--- config.mk ---
export PLATFORM = sky130hd
export DESIGN_NAME = brake_limit_override_ctrl
export DESIGN_NICKNAME = d
export VERILOG_FILES = /design/src/brake_limit_pkg.sv /design/src/brake_limit_override_ctrl.sv
export VERILOG_INCLUDE_DIRS = /design/src
export SDC_FILE = /design/constraint.sdc
export NUM_CORES = 1
export LEC_CHECK = 0
export ABC_AREA = 1
export BUFFER_PORTS_ARGS = -buffer_cell sky130_fd_sc_hd__buf_2
export CELL_PAD_IN_SITES_DETAIL_PLACEMENT = 0
export CELL_PAD_IN_SITES_GLOBAL_PLACEMENT = 1
export CORE_UTILIZATION = 34
export CTS_CLUSTER_DIAMETER = 60
export DETAILED_ROUTE_END_ITERATION = 6
export MAX_ROUTING_LAYER = met4
export PLACE_DENSITY = 0.82
export SYNTH_ARGS = -nofsm -noshare
export SYNTH_HDL_FRONTEND = slang
export SYNTH_SLANG_ARGS = --single-unit
export TNS_END_PERCENT = 30
--- constraint.sdc ---
create_clock -name pclk -period 1.64 [get_ports pclk]
set_input_delay 0.082 -clock pclk [delete_from_list [all_inputs] [get_ports pclk]]
set_output_delay 0.082 -clock pclk [all_outputs]
set_load 0.02 [all_outputs]
--- src/brake_limit_defines.svh ---
// Register offsets, field positions, reset values and timing counts for the brake/limit control
`ifndef BRAKE_LIMIT_DEFINES_SVH
`define BRAKE_LIMIT_DEFINES_SVH

// Register byte offsets
`define OFS_NEUTRAL_CTRL   12'h000
`define OFS_LIMIT_CTRL     12'h004
`define OFS_SENSE_CTRL     12'h008
`define OFS_STATUS         12'h00C

// Neutral control fields
`define NEU_SEL_LSB        0
`define NEU_SEL_W          2
`define NEU_STORED_BIT     4
`define NEU_BUTTON_BIT     5

// Limit control fields
`define LIM_CFG_LSB        0
`define LIM_CFG_W          2
`define LIM_OVR_BIT        4
`define LIM_FWD_EN_BIT     5
`define LIM_REV_EN_BIT     6

// Sense control fields: 1 means normally open
`define SNS_FWD_NO_BIT     0
`define SNS_REV_NO_BIT     1

// Status fields
`define ST_BRAKE_BIT       0
`define ST_FWD_ON_BIT      1
`define ST_FWD_OFF_BIT     2
`define ST_REV_ON_BIT      3
`define ST_REV_OFF_BIT     4
`define ST_FWD_BLK_BIT     5
`define ST_REV_BLK_BIT     6
`define ST_DRV_EN_BIT      7
`define ST_FWD_SW_BIT      8
`define ST_REV_SW_BIT      9

// Reset values
`define RST_STORED_BRAKE   1'b1
`define RST_SENSE_NO       1'b1

// Drive pause on sense change
`define PAUSE_TIME_US      10
`define CLK_MHZ            250
`define PAUSE_CYCLES       (`PAUSE_TIME_US * `CLK_MHZ)

`endif

--- src/brake_limit_pkg.sv ---
// Types shared by the brake/limit control
package brake_limit_pkg;

    // Neutral mode command values
    typedef enum logic [1:0] {
        neutral_default_select = 2'h0,
        neutral_force_brake    = 2'h1,
        neutral_force_coast    = 2'h2
    } neutral_cmd_e;

    // Limit configuration values
    typedef enum logic [1:0] {
        limit_cfg_switches_only     = 2'h0,
        limit_cfg_switches_and_soft = 2'h1,
        limit_cfg_all_disabled      = 2'h2
    } limit_cfg_e;

endpackage : brake_limit_pkg

--- src/brake_limit_override_ctrl.sv ---
// APB-controlled neutral mode, limit enable override and limit sense logic
// Notes on behaviour
// - Neutral override replaces stored startup mode
// - LED lit for brake, dark for coast
// - Forward and reverse enables forced independently
// - Status reports forced on/off per direction
// - Status reports active neutral mode
// - No override falls back to stored mode
// - Three limit configurations supported
// - Default-select cancels any neutral override
// - Each input sense set separately
// - Sense change pauses drive then resumes
// - Inputs reset to normally-open sense
// - Button toggles stored startup neutral mode
//
// Local design decisions: the APB slave port and the placing of the registers.
`include "brake_limit_defines.svh"

module brake_limit_override_ctrl #(
    parameter int PAUSE_CYCLES = `PAUSE_CYCLES  // Drive pause length, shortenable
) (
    input  wire logic        pclk,
    input  wire logic        presetn,
    input  wire logic        psel,
    input  wire logic        penable,
    input  wire logic        pwrite,
    input  wire logic [11:0] paddr,
    input  wire logic [31:0] pwdata,
    output logic      [31:0] prdata,
    output logic             pready,
    output logic             pslverr,
    input  wire logic        cal_button,     // One-cycle press of brake/coast button
    input  wire logic        fwd_switch_closed,
    input  wire logic        rev_switch_closed,
    output logic             brake_led,      // High lights the LED red
    output logic             brake_active,   // Neutral behaviour: 1 brake, 0 coast
    output logic             drive_enable,
    output logic             fwd_blocked,
    output logic             rev_blocked
);

    // Pause counter is 24 bits; zero or longer pauses cannot be served
    if (PAUSE_CYCLES < 1 || PAUSE_CYCLES > 32'hFF_FFFF)
    begin : g_bad_pause
        $error("PAUSE_CYCLES out of range");
    end

    // Software-visible state
    logic [1:0]  neu_sel_reg,  neu_sel_next;   // Neutral command
    logic        stored_reg,   stored_next;    // Startup brake setting
    logic [1:0]  lim_cfg_reg,  lim_cfg_next;   // Limit configuration
    logic        lim_ovr_reg,  lim_ovr_next;   // Enable override flag
    logic        fwd_en_reg,   fwd_en_next;    // Forced forward enable value
    logic        rev_en_reg,   rev_en_next;    // Forced reverse enable value
    logic        fwd_no_reg,   fwd_no_next;    // Forward sense, 1 normally open
    logic        rev_no_reg,   rev_no_next;    // Reverse sense, 1 normally open
    // Pause counter and outputs
    logic [23:0] pause_reg,    pause_next;
    logic [31:0] prdata_reg,   prdata_next;
    logic        pready_reg,   pready_next;
    logic        err_reg,      err_next;
    logic        led_reg,      led_next;
    logic        brk_reg,      brk_next;
    logic        drv_reg,      drv_next;
    logic        fblk_reg,     fblk_next;
    logic        rblk_reg,     rblk_next;

    // Combinational helpers
    logic        wr_acc;       // Write in its access phase
    logic        rd_acc;       // Read in its access phase
    logic        hit;          // Address maps to a register
    logic        brake_now;    // Neutral mode in force
    logic        fwd_use;      // Forward input participates
    logic        rev_use;      // Reverse input participates
    logic        sense_chg;    // A sense write alters a setting

    // One wait state: pready is raised in the second access cycle
    assign wr_acc = psel & penable & pwrite & ~pready_reg;
    assign rd_acc = psel & penable & ~pwrite & ~pready_reg;

    // Address decode and derived behaviour
    always_comb
    begin
        hit = (paddr == `OFS_NEUTRAL_CTRL) || (paddr == `OFS_LIMIT_CTRL) ||
              (paddr == `OFS_SENSE_CTRL) || (paddr == `OFS_STATUS);
        // Override wins unless default-select, which falls back to storage
        unique case (brake_limit_pkg::neutral_cmd_e'(neu_sel_reg))
            brake_limit_pkg::neutral_force_brake:    brake_now = 1'b1;
            brake_limit_pkg::neutral_force_coast:    brake_now = 1'b0;
            brake_limit_pkg::neutral_default_select: brake_now = stored_reg;
            default:                                 brake_now = stored_reg;
        endcase
        // Disabled configuration ignores both switches; override forces each
        if (lim_cfg_reg == brake_limit_pkg::limit_cfg_all_disabled)
        begin
            fwd_use = 1'b0;
            rev_use = 1'b0;
        end
        else if (lim_ovr_reg)
        begin
            fwd_use = fwd_en_reg;
            rev_use = rev_en_reg;
        end
        else
        begin
            fwd_use = 1'b1;
            rev_use = 1'b1;
        end
        // Only a real change of sense pauses the drive
        sense_chg = wr_acc && (paddr == `OFS_SENSE_CTRL) &&
                    ((pwdata[`SNS_FWD_NO_BIT] != fwd_no_reg) ||
                     (pwdata[`SNS_REV_NO_BIT] != rev_no_reg));
    end

    // Next-state for registers, bus answer and outputs
    always_comb
    begin
        neu_sel_next = neu_sel_reg;
        stored_next  = stored_reg;
        lim_cfg_next = lim_cfg_reg;
        lim_ovr_next = lim_ovr_reg;
        fwd_en_next  = fwd_en_reg;
        rev_en_next  = rev_en_reg;
        fwd_no_next  = fwd_no_reg;
        rev_no_next  = rev_no_reg;
        prdata_next  = prdata_reg;
        pready_next  = psel & penable & ~pready_reg;
        err_next     = psel & penable & ~pready_reg & ~hit;
        // Button press toggles the startup mode
        if (cal_button)
            stored_next = ~stored_reg;
        // Register writes
        if (wr_acc)
        begin
            unique case (paddr)
                `OFS_NEUTRAL_CTRL:
                begin
                    neu_sel_next = pwdata[`NEU_SEL_LSB +: `NEU_SEL_W];
                    if (pwdata[`NEU_SEL_LSB +: `NEU_SEL_W] == 2'h3)
                        neu_sel_next = 2'h0;   // Illegal code treated as default-select
                    if (pwdata[`NEU_BUTTON_BIT])
                        stored_next = pwdata[`NEU_STORED_BIT];   // Saved configuration write
                end
                `OFS_LIMIT_CTRL:
                begin
                    lim_cfg_next = pwdata[`LIM_CFG_LSB +: `LIM_CFG_W];
                    if (pwdata[`LIM_CFG_LSB +: `LIM_CFG_W] == 2'h3)
                        lim_cfg_next = lim_cfg_reg;   // Unknown config ignored
                    lim_ovr_next = pwdata[`LIM_OVR_BIT];
                    fwd_en_next  = pwdata[`LIM_FWD_EN_BIT];
                    rev_en_next  = pwdata[`LIM_REV_EN_BIT];
                end
                `OFS_SENSE_CTRL:
                begin
                    fwd_no_next = pwdata[`SNS_FWD_NO_BIT];
                    rev_no_next = pwdata[`SNS_REV_NO_BIT];
                end
                default:
                begin
                    neu_sel_next = neu_sel_reg;   // Status and unmapped: no effect
                end
            endcase
        end
        // Register reads
        if (rd_acc)
        begin
            prdata_next = 32'h0;
            unique case (paddr)
                `OFS_NEUTRAL_CTRL:
                begin
                    prdata_next[`NEU_SEL_LSB +: `NEU_SEL_W] = neu_sel_reg;
                    prdata_next[`NEU_STORED_BIT]            = stored_reg;
                end
                `OFS_LIMIT_CTRL:
                begin
                    prdata_next[`LIM_CFG_LSB +: `LIM_CFG_W] = lim_cfg_reg;
                    prdata_next[`LIM_OVR_BIT]               = lim_ovr_reg;
                    prdata_next[`LIM_FWD_EN_BIT]            = fwd_en_reg;
                    prdata_next[`LIM_REV_EN_BIT]            = rev_en_reg;
                end
                `OFS_SENSE_CTRL:
                begin
                    prdata_next[`SNS_FWD_NO_BIT] = fwd_no_reg;
                    prdata_next[`SNS_REV_NO_BIT] = rev_no_reg;
                end
                `OFS_STATUS:
                begin
                    prdata_next[`ST_BRAKE_BIT]   = brk_reg;
                    prdata_next[`ST_FWD_ON_BIT]  = lim_ovr_reg & fwd_en_reg;
                    prdata_next[`ST_FWD_OFF_BIT] = lim_ovr_reg & ~fwd_en_reg;
                    prdata_next[`ST_REV_ON_BIT]  = lim_ovr_reg & rev_en_reg;
                    prdata_next[`ST_REV_OFF_BIT] = lim_ovr_reg & ~rev_en_reg;
                    prdata_next[`ST_FWD_BLK_BIT] = fblk_reg;
                    prdata_next[`ST_REV_BLK_BIT] = rblk_reg;
                    prdata_next[`ST_DRV_EN_BIT]  = drv_reg;
                    prdata_next[`ST_FWD_SW_BIT]  = fwd_switch_closed;
                    prdata_next[`ST_REV_SW_BIT]  = rev_switch_closed;
                end
                default:
                begin
                    prdata_next = 32'h0;   // Unmapped reads zero with pslverr
                end
            endcase
        end
        // Pause timer: reloads on every real sense change
        if (sense_chg)
            pause_next = 24'(PAUSE_CYCLES);
        else if (pause_reg != 24'h0)
            pause_next = pause_reg - 24'h1;
        else
            pause_next = pause_reg;
        // Outputs follow state one cycle later; drive enable follows the next pause count
        brk_next  = brake_now;
        led_next  = brake_now;
        drv_next  = (pause_next == 24'h0);
        // Closed switch blocks in NO, open switch blocks in NC
        fblk_next = fwd_use & (fwd_switch_closed == fwd_no_reg);
        rblk_next = rev_use & (rev_switch_closed == rev_no_reg);
    end

    // State registers
    always_ff @(posedge pclk or negedge presetn)
    begin
        if (!presetn)
        begin
            neu_sel_reg <= 2'h0;
            stored_reg  <= `RST_STORED_BRAKE;
            lim_cfg_reg <= 2'h0;
            lim_ovr_reg <= 1'b0;
            fwd_en_reg  <= 1'b1;
            rev_en_reg  <= 1'b1;
            fwd_no_reg  <= `RST_SENSE_NO;
            rev_no_reg  <= `RST_SENSE_NO;
            pause_reg   <= 24'h0;
            prdata_reg  <= 32'h0;
            pready_reg  <= 1'b0;
            err_reg     <= 1'b0;
            led_reg     <= `RST_STORED_BRAKE;
            brk_reg     <= `RST_STORED_BRAKE;
            drv_reg     <= 1'b1;
            fblk_reg    <= 1'b0;
            rblk_reg    <= 1'b0;
        end
        else
        begin
            neu_sel_reg <= neu_sel_next;
            stored_reg  <= stored_next;
            lim_cfg_reg <= lim_cfg_next;
            lim_ovr_reg <= lim_ovr_next;
            fwd_en_reg  <= fwd_en_next;
            rev_en_reg  <= rev_en_next;
            fwd_no_reg  <= fwd_no_next;
            rev_no_reg  <= rev_no_next;
            pause_reg   <= pause_next;
            prdata_reg  <= prdata_next;
            pready_reg  <= pready_next;
            err_reg     <= err_next;
            led_reg     <= led_next;
            brk_reg     <= brk_next;
            drv_reg     <= drv_next;
            fblk_reg    <= fblk_next;
            rblk_reg    <= rblk_next;
        end
    end

    assign prdata       = prdata_reg;
    assign pready       = pready_reg;
    assign pslverr      = err_reg;
    assign brake_led    = led_reg;
    assign brake_active = brk_reg;
    assign drive_enable = drv_reg;
    assign fwd_blocked  = fblk_reg;
    assign rev_blocked  = rblk_reg;

    // Forced brake command shows on the LED next cycle
    AST_FORCE_BRAKE: assert property (@(posedge pclk) disable iff (!presetn)
        (neu_sel_reg == 2'h1) |=> brake_led) else $error("brake override not shown");
    AST_LED_MATCH: assert property (@(posedge pclk) disable iff (!presetn)
        brake_led == brake_active) else $error("LED differs from neutral mode");
    AST_DEFAULT_STORED: assert property (@(posedge pclk) disable iff (!presetn)
        (neu_sel_reg == 2'h0) |=> (brake_active == $past(stored_reg)))
        else $error("default-select not using stored mode");
    AST_FORCED_OFF: assert property (@(posedge pclk) disable iff (!presetn)
        (lim_ovr_reg && !fwd_en_reg) |=> !fwd_blocked)
        else $error("forced-off forward input blocked drive");
    AST_DISABLED_CFG: assert property (@(posedge pclk) disable iff (!presetn)
        (lim_cfg_reg == 2'h2) |=> (!fwd_blocked && !rev_blocked))
        else $error("disabled configuration blocked drive");
    AST_PAUSE: assert property (@(posedge pclk) disable iff (!presetn)
        sense_chg |=> !drive_enable [*2]) else $error("sense change did not pause drive");
    AST_NO_PAUSE: assert property (@(posedge pclk) disable iff (!presetn)
        (pause_reg == 24'h0 && !sense_chg) |=> drive_enable)
        else $error("drive paused without cause");
    AST_NO_BLOCK: assert property (@(posedge pclk) disable iff (!presetn)
        (fwd_no_reg && !fwd_switch_closed) |=> !fwd_blocked)
        else $error("open NO switch blocked drive");
    AST_BUTTON: assert property (@(posedge pclk) disable iff (!presetn)
        (cal_button && !wr_acc) |=> (stored_reg != $past(stored_reg)))
        else $error("button did not toggle stored mode");

endmodule : brake_limit_override_ctrl

# After elaboration in Yosys (flattened, before gate mapping)
# Index checks and enable logic that the tools add are counted.
# word_totals
reg_bits,50
inputBits,52
output_inout_bits,39
word_cells,78
# op_classes
addsub,1
n_eq_ne,11
muxes,17
n_bitwise,20
reduce_logical,13
# op_table
cell,count
$mux W24,2
$eq A12 B4 Y1 const B,2
$logic_not A24 Y1,1
$reduce_bool A24 Y1,1
$sub A24 B1 Y24 const B,1
$and A1 B1 Y1,13
$eq A12 B3 Y1 const B,1
$logic_not A12 Y1,1
$mux W1,8
$pmux W2 S4,1
$not A1 Y1,7
$eq A2 B2 Y1 const B,3
$reduce_and A2 Y1,3
$logic_or A1 B1 Y1,4
$mux W2,2
$pmux W2 S2,1
$mux W3,1
$pmux W1 S3,1
$reduce_and A3 Y1,1
$eq A1 B1 Y1,2
$eq A2 B1 Y1 const B,1
$logic_and A1 B1 Y1,2
$ne A1 B1 Y1,2
$pmux W1 S2,1

# Logic depth before layout (Yosys ltp)
# logic_depth
ltp_word,7
ltp_mapped,13
ltp_nobuf,13

# Worst setup path before layout
# OpenSTA, ideal clock, no wires.
# synth_path
path_kind,flip-flop to flip-flop
start,register pause_reg[0]
end,register drv_reg (netlist: drive_enable)
setup_ns,0.067
arrival_ns,1.639
t_required_ns,1.573
setup_slack_ns,-0.066
stages_incl_launch_ff,13
n_path_buf,0
synth_period_minus_slack_ns,1.706
path_cell_list,dfrtp_1 -> inv_1 -> ha_1 -> nand2_2 -> nor2_1 -> nand2_1 -> nand2_1 -> nand2_1 -> nand3_1 -> nand3_1 -> nor2_1 -> nand3_1 -> nor2_1
# synth_via
elab_chain_cells,4
elab_cells_between_ends,5
classes_between,add/sub (1); mux (2); reduce/logical (2)
# synth_lines
element,line_no,text
"start, declared",brake_limit_override_ctrl.sv:58,"logic [23:0] pause_reg, pause_next;"
"start signal, assigned",brake_limit_override_ctrl.sv:254,pause_reg <= pause_next;
$sub A24 B1 Y24 or $reduce_bool A24 Y1 (tied branches),"brake_limit_override_ctrl.sv:209, brake_limit_override_ctrl.sv:208",
$mux W24 *,brake_limit_override_ctrl.sv:208,else if (pause_reg != 24'h0)
$mux W24 *,brake_limit_override_ctrl.sv:206,if (sense_chg)
$logic_not A24 Y1 *,brake_limit_override_ctrl.sv:215,drv_next = (pause_next == 24'h0);
net drv_next,brake_limit_override_ctrl.sv:64,"logic drv_reg, drv_next;"
"end signal, assigned",brake_limit_override_ctrl.sv:260,drv_reg <= drv_next;
"end, declared",brake_limit_override_ctrl.sv:64,
# The timed path passes the listed nets; every way through them passes the cells marked *.
# A chain may end at the register's enable or synchronous reset.

# Worst setup path in the final report
# layout_path
start,register pause_reg[1]
end,register drv_reg (netlist: drive_enable)
# Same word-level chain as after synthesis.

==> summary.md <==
| Metric | Value |
|---|---|
| HP Class | `in2reg` |
| Fin crit period | `1.87 ns` |
| Highest metal used | `met4` |
| Warnings, synthesis | `0` |
| Post-synthesis compound-gate area fraction | `0.0592` |
| IO Pins | `91` |
| Crit Reg-Reg Startpoint | `pause_reg[1]$_DFF_PN0_` |
| Die Width | `100 µm` |
| CTS Sinks | `50` |
| Mux cell area share after synthesis | `0` |
| Layout cells sized above 1 | `0.415` |
| Failing checks | `negative setup slack` |
| Switching pwr | `1.02 mW` |
| RSZ-0062 raised after global routing | `true` |
| Initial Utilization | `0.353` |
| Clk_skew | `0.00685 ns` |
| First-pass GRT wire length | `15.4 mm` |
| Total length of routed wires | `9.55 mm` |
| Fmax | `534 MHz` |
| Nature of the critical path startpoint | `flip-flop` |
| Die area | `10,000 µm²` |
| Clock power frac | `0.286` |
| IO buf count | `41` |
| Xor/xnor share of the synthesized area | `0.0187` |
| CP Cell Sequence | `inv_2 > ha_4 > buf_4 > nand2_1 > nor2_1 > nand4_1 > nand3_4 > nand3_2 > nor2_1 > nand3_1 > nor2_1` |
| Vias in the first global route | `3,406` |
| Required time worst endpoint | `1.90 ns` |
| Largest register FFs | `24` |
| Crit-path max cell delay | `0.42 ns` |
| Crit path arrival time | `2.13 ns` |
| #FFs+latches synth | `50` |
| Final Setup Violations | `3` |
| Sw frac | `0.317` |
| Synth Area in Simple Gates | `0.399` |
| Crit path to | `drive_enable$_DFF_PN1_` |
| Routed length on met3 | `261 µm` |
| Post-synth EDFFs | `0` |
| R2R Setup Slk | `-0.23 ns` |
| Number of stages on the worst setup path | `11` |
| Via count | `3,402` |
| Internal power | `2.19 mW` |
| Antenna violations before repair | `0` |
| Combinational power share | `0.266` |
| Drt wl/cell | `13.1 µm` |
| WS Path Type | `reg2reg` |
| Met2 routed WL | `5.03 mm` |
| Vias per inst | `4.67` |
| Synthesis-to-finish area growth | `44.8%` |
| Longest Clk Path Bufs | `2` |
| Final Core Density | `0.511` |
| Setup tns final | `-0.292 ns` |
| Mean Syn Cell Area | `7.28 µm²` |
| Worst vdd ir | `0.521 mV` |
| Antenna diodes | `0` |
| DRC viols | `0` |
| Gate Count Post-Synth | `450` |
| Yosys cell types | `37` |
| DPL Wire Length | `7.14 mm` |
| Post-layout nets | `654` |
| GRT overflow | `0` |
| Top FF cell, synth | `dfrtp_1` |
| Leak Pwr | `2.49 nW` |
| Status | `finished with violations` |
| Crit. Startpoint | `pause_reg[1]$_DFF_PN0_` |
| Seq pwr share | `0.448` |
| GRT Util Overall | `0.200` |
| CP endpoint kind | `flip-flop` |
| Slowest stage cell, crit path | `dfrtp_1` |
| H-Tree Depth | `2` |
| R2r worst-path depth | `11` |
| Delay-heaviest family, CP | `simple AND/OR/NAND/NOR gates` |
| Wl on met1 | `4.16 mm` |
| Clock root buffer | `clkbuf_8` |
| TritonCTS buffer count | `5` |
| Most common cell after layout, fill and taps aside | `nand2_1` |
| Die height | `100 µm` |
| Final WS setup | `-0.234 ns` |
| Max Cap Violations | `0` |
| Fin. max-slew vios | `0` |
| Largest net degree at the start of global routing | `20` |
| Routed Antenna Nets | `0` |
| Worst-skew pair later-pin latency | `0.31 ns` |
| CTS tree | `yes` |
| First drt pass iteration count | `4` |
| DRT iter0 DRCs | `112` |
| Reg2reg end | `drive_enable$_DFF_PN1_` |
| Most frequent cells in the layout | `nand2_1 (113), buf_4 (91), inv_1 (45)` |
| Max FO, Critical Path | `3` |
| Largest family of logic cells by synthesized area | `simple AND/OR/NAND/NOR gates` |
| Core outline area | `9280 µm²` |
| Seq/Total Area, Yosys | `0.384` |
| Most used cell, CP | `nor2_1` |
| Core Rows | `35` |
| Post-synthesis adder-cell area fraction | `0.0115` |
| Final Hold Viols | `0` |
| Asr flop ratio synth | `1.00` |
| Gpl congestion | `0.838` |
| Post-Synthesis Cell Area | `3280 µm²` |
| Clock-pin slew of the registers on the worst-case setup and hold paths | `0.10 ns` |
| Period Utilization, post-route | `1.14` |
| CP Buf/Inv Count | `2` |
| Power per cell area | `676 nW/µm²` |
| Place WS | `-0.227 ns` |
## worst min-delay path, stage by stage
cell and delay (ns):
buf_2 0.11, nand3_1 0.07, o21ai_0 0.07
## how the worst min path moves through the flow
stage | end | start | depth (start not counted) | slack (ns)
finish | neu_sel_reg[1]$_DFFE_PN0P_ | pwdata[1] | 3 | 0.05
global route | neu_sel_reg[1]$_DFFE_PN0P_ | pwdata[1] | 3 | 0.06
CTS | neu_sel_reg[1]$_DFFE_PN0P_ | pwdata[1] | 3 | 0.05
detailed placement | pause_reg[11]$_DFF_PN0_ | presetn | 1 | 0.06
global placement | pause_reg[11]$_DFF_PN0_ | presetn | 1 | 0.06
floorplan | fwd_blocked$_DFF_PN0_ | presetn | 0 | -0.21
## cell type report
cell class	count	area (µm²)
inverter	57	214
timing repair buffer	146	1040
tap	129	161
fill	908	4540
sequential	50	1260
multi-input combinational	339	1950
clock buffer	5	68.8
clock inverter	3	47.5
## repair_timing
item	CTS	global route
hold endpoints to repair	19	0
setup buffers	7	12
resized for setup	37	42
pin swaps	16	36
setup endpoints to repair	5	15
gates cloned	2	0
hold buffers	5	0
## Yosys cell counts (3+ instances only)
| cell | instances | area, µm² |
|---|---|---|
| nor2_1 | 56 | 210 |
| nand2_2 | 7 | 43.8 |
| a21oi_1 | 7 | 35.0 |
| o21ai_0 | 18 | 90.1 |
| buf_4 | 24 | 180 |
| nand3b_1 | 5 | 37.5 |
| xnor2_1 | 3 | 26.3 |
| nor2_2 | 13 | 81.3 |
| nand2_1 | 121 | 454 |
| nand3_2 | 3 | 30.0 |
| dfstp_2 | 7 | 184 |
| xor2_1 | 4 | 35.0 |
| ha_1 | 3 | 37.5 |
| nor2_4 | 8 | 90.1 |
| nand4_1 | 10 | 62.6 |
| nand3_1 | 40 | 200 |
| inv_2 | 7 | 26.3 |
| dfrtp_1 | 43 | 1080 |
| inv_1 | 49 | 184 |
## cell families after synthesis
family,count (synthesis)
AOI/OAI and AO/OA,34
xor gates and xnor gates,7
adders and majority gates,3
buffers and inverters,84
DFF,50
other,1
and+or+nand+nor,271
## per-stage QoR
stage	instance area, µm²	power (mW)	cells	hold slack [ns]
6_report	4750	3.21	729	0.0534
5_1_grt	4750	3.34	729	0.0561
4_1_cts	4520	3.14	718	0.0479
3_5_place_dp	4140	2.14	696	0.0637
3_3_place_gp	4140	2.13	696	0.0613
2_1_floorplan	3360	1.86	471	-0.214
## layer usage
metal	GRT usage	up-vias
met3	0.0237	9
met5	-	-
met2	0.359	67
li1	-	1690
met4	0.0491	0
met1	0.237	1636
## power groups by stage
stage | Sequential [mW] | Clock (mW) | Combinational [mW]
after floorplan | 1.45 | 0 | 0.410
final | 1.44 | 0.919 | 0.852
after CTS | 1.41 | 0.943 | 0.787
after detailed placement | 1.44 | 0 | 0.705
after global placement | 1.43 | 0 | 0.693
after global routing | 1.44 | 0.972 | 0.929
(Power assumes the default switching activity.)
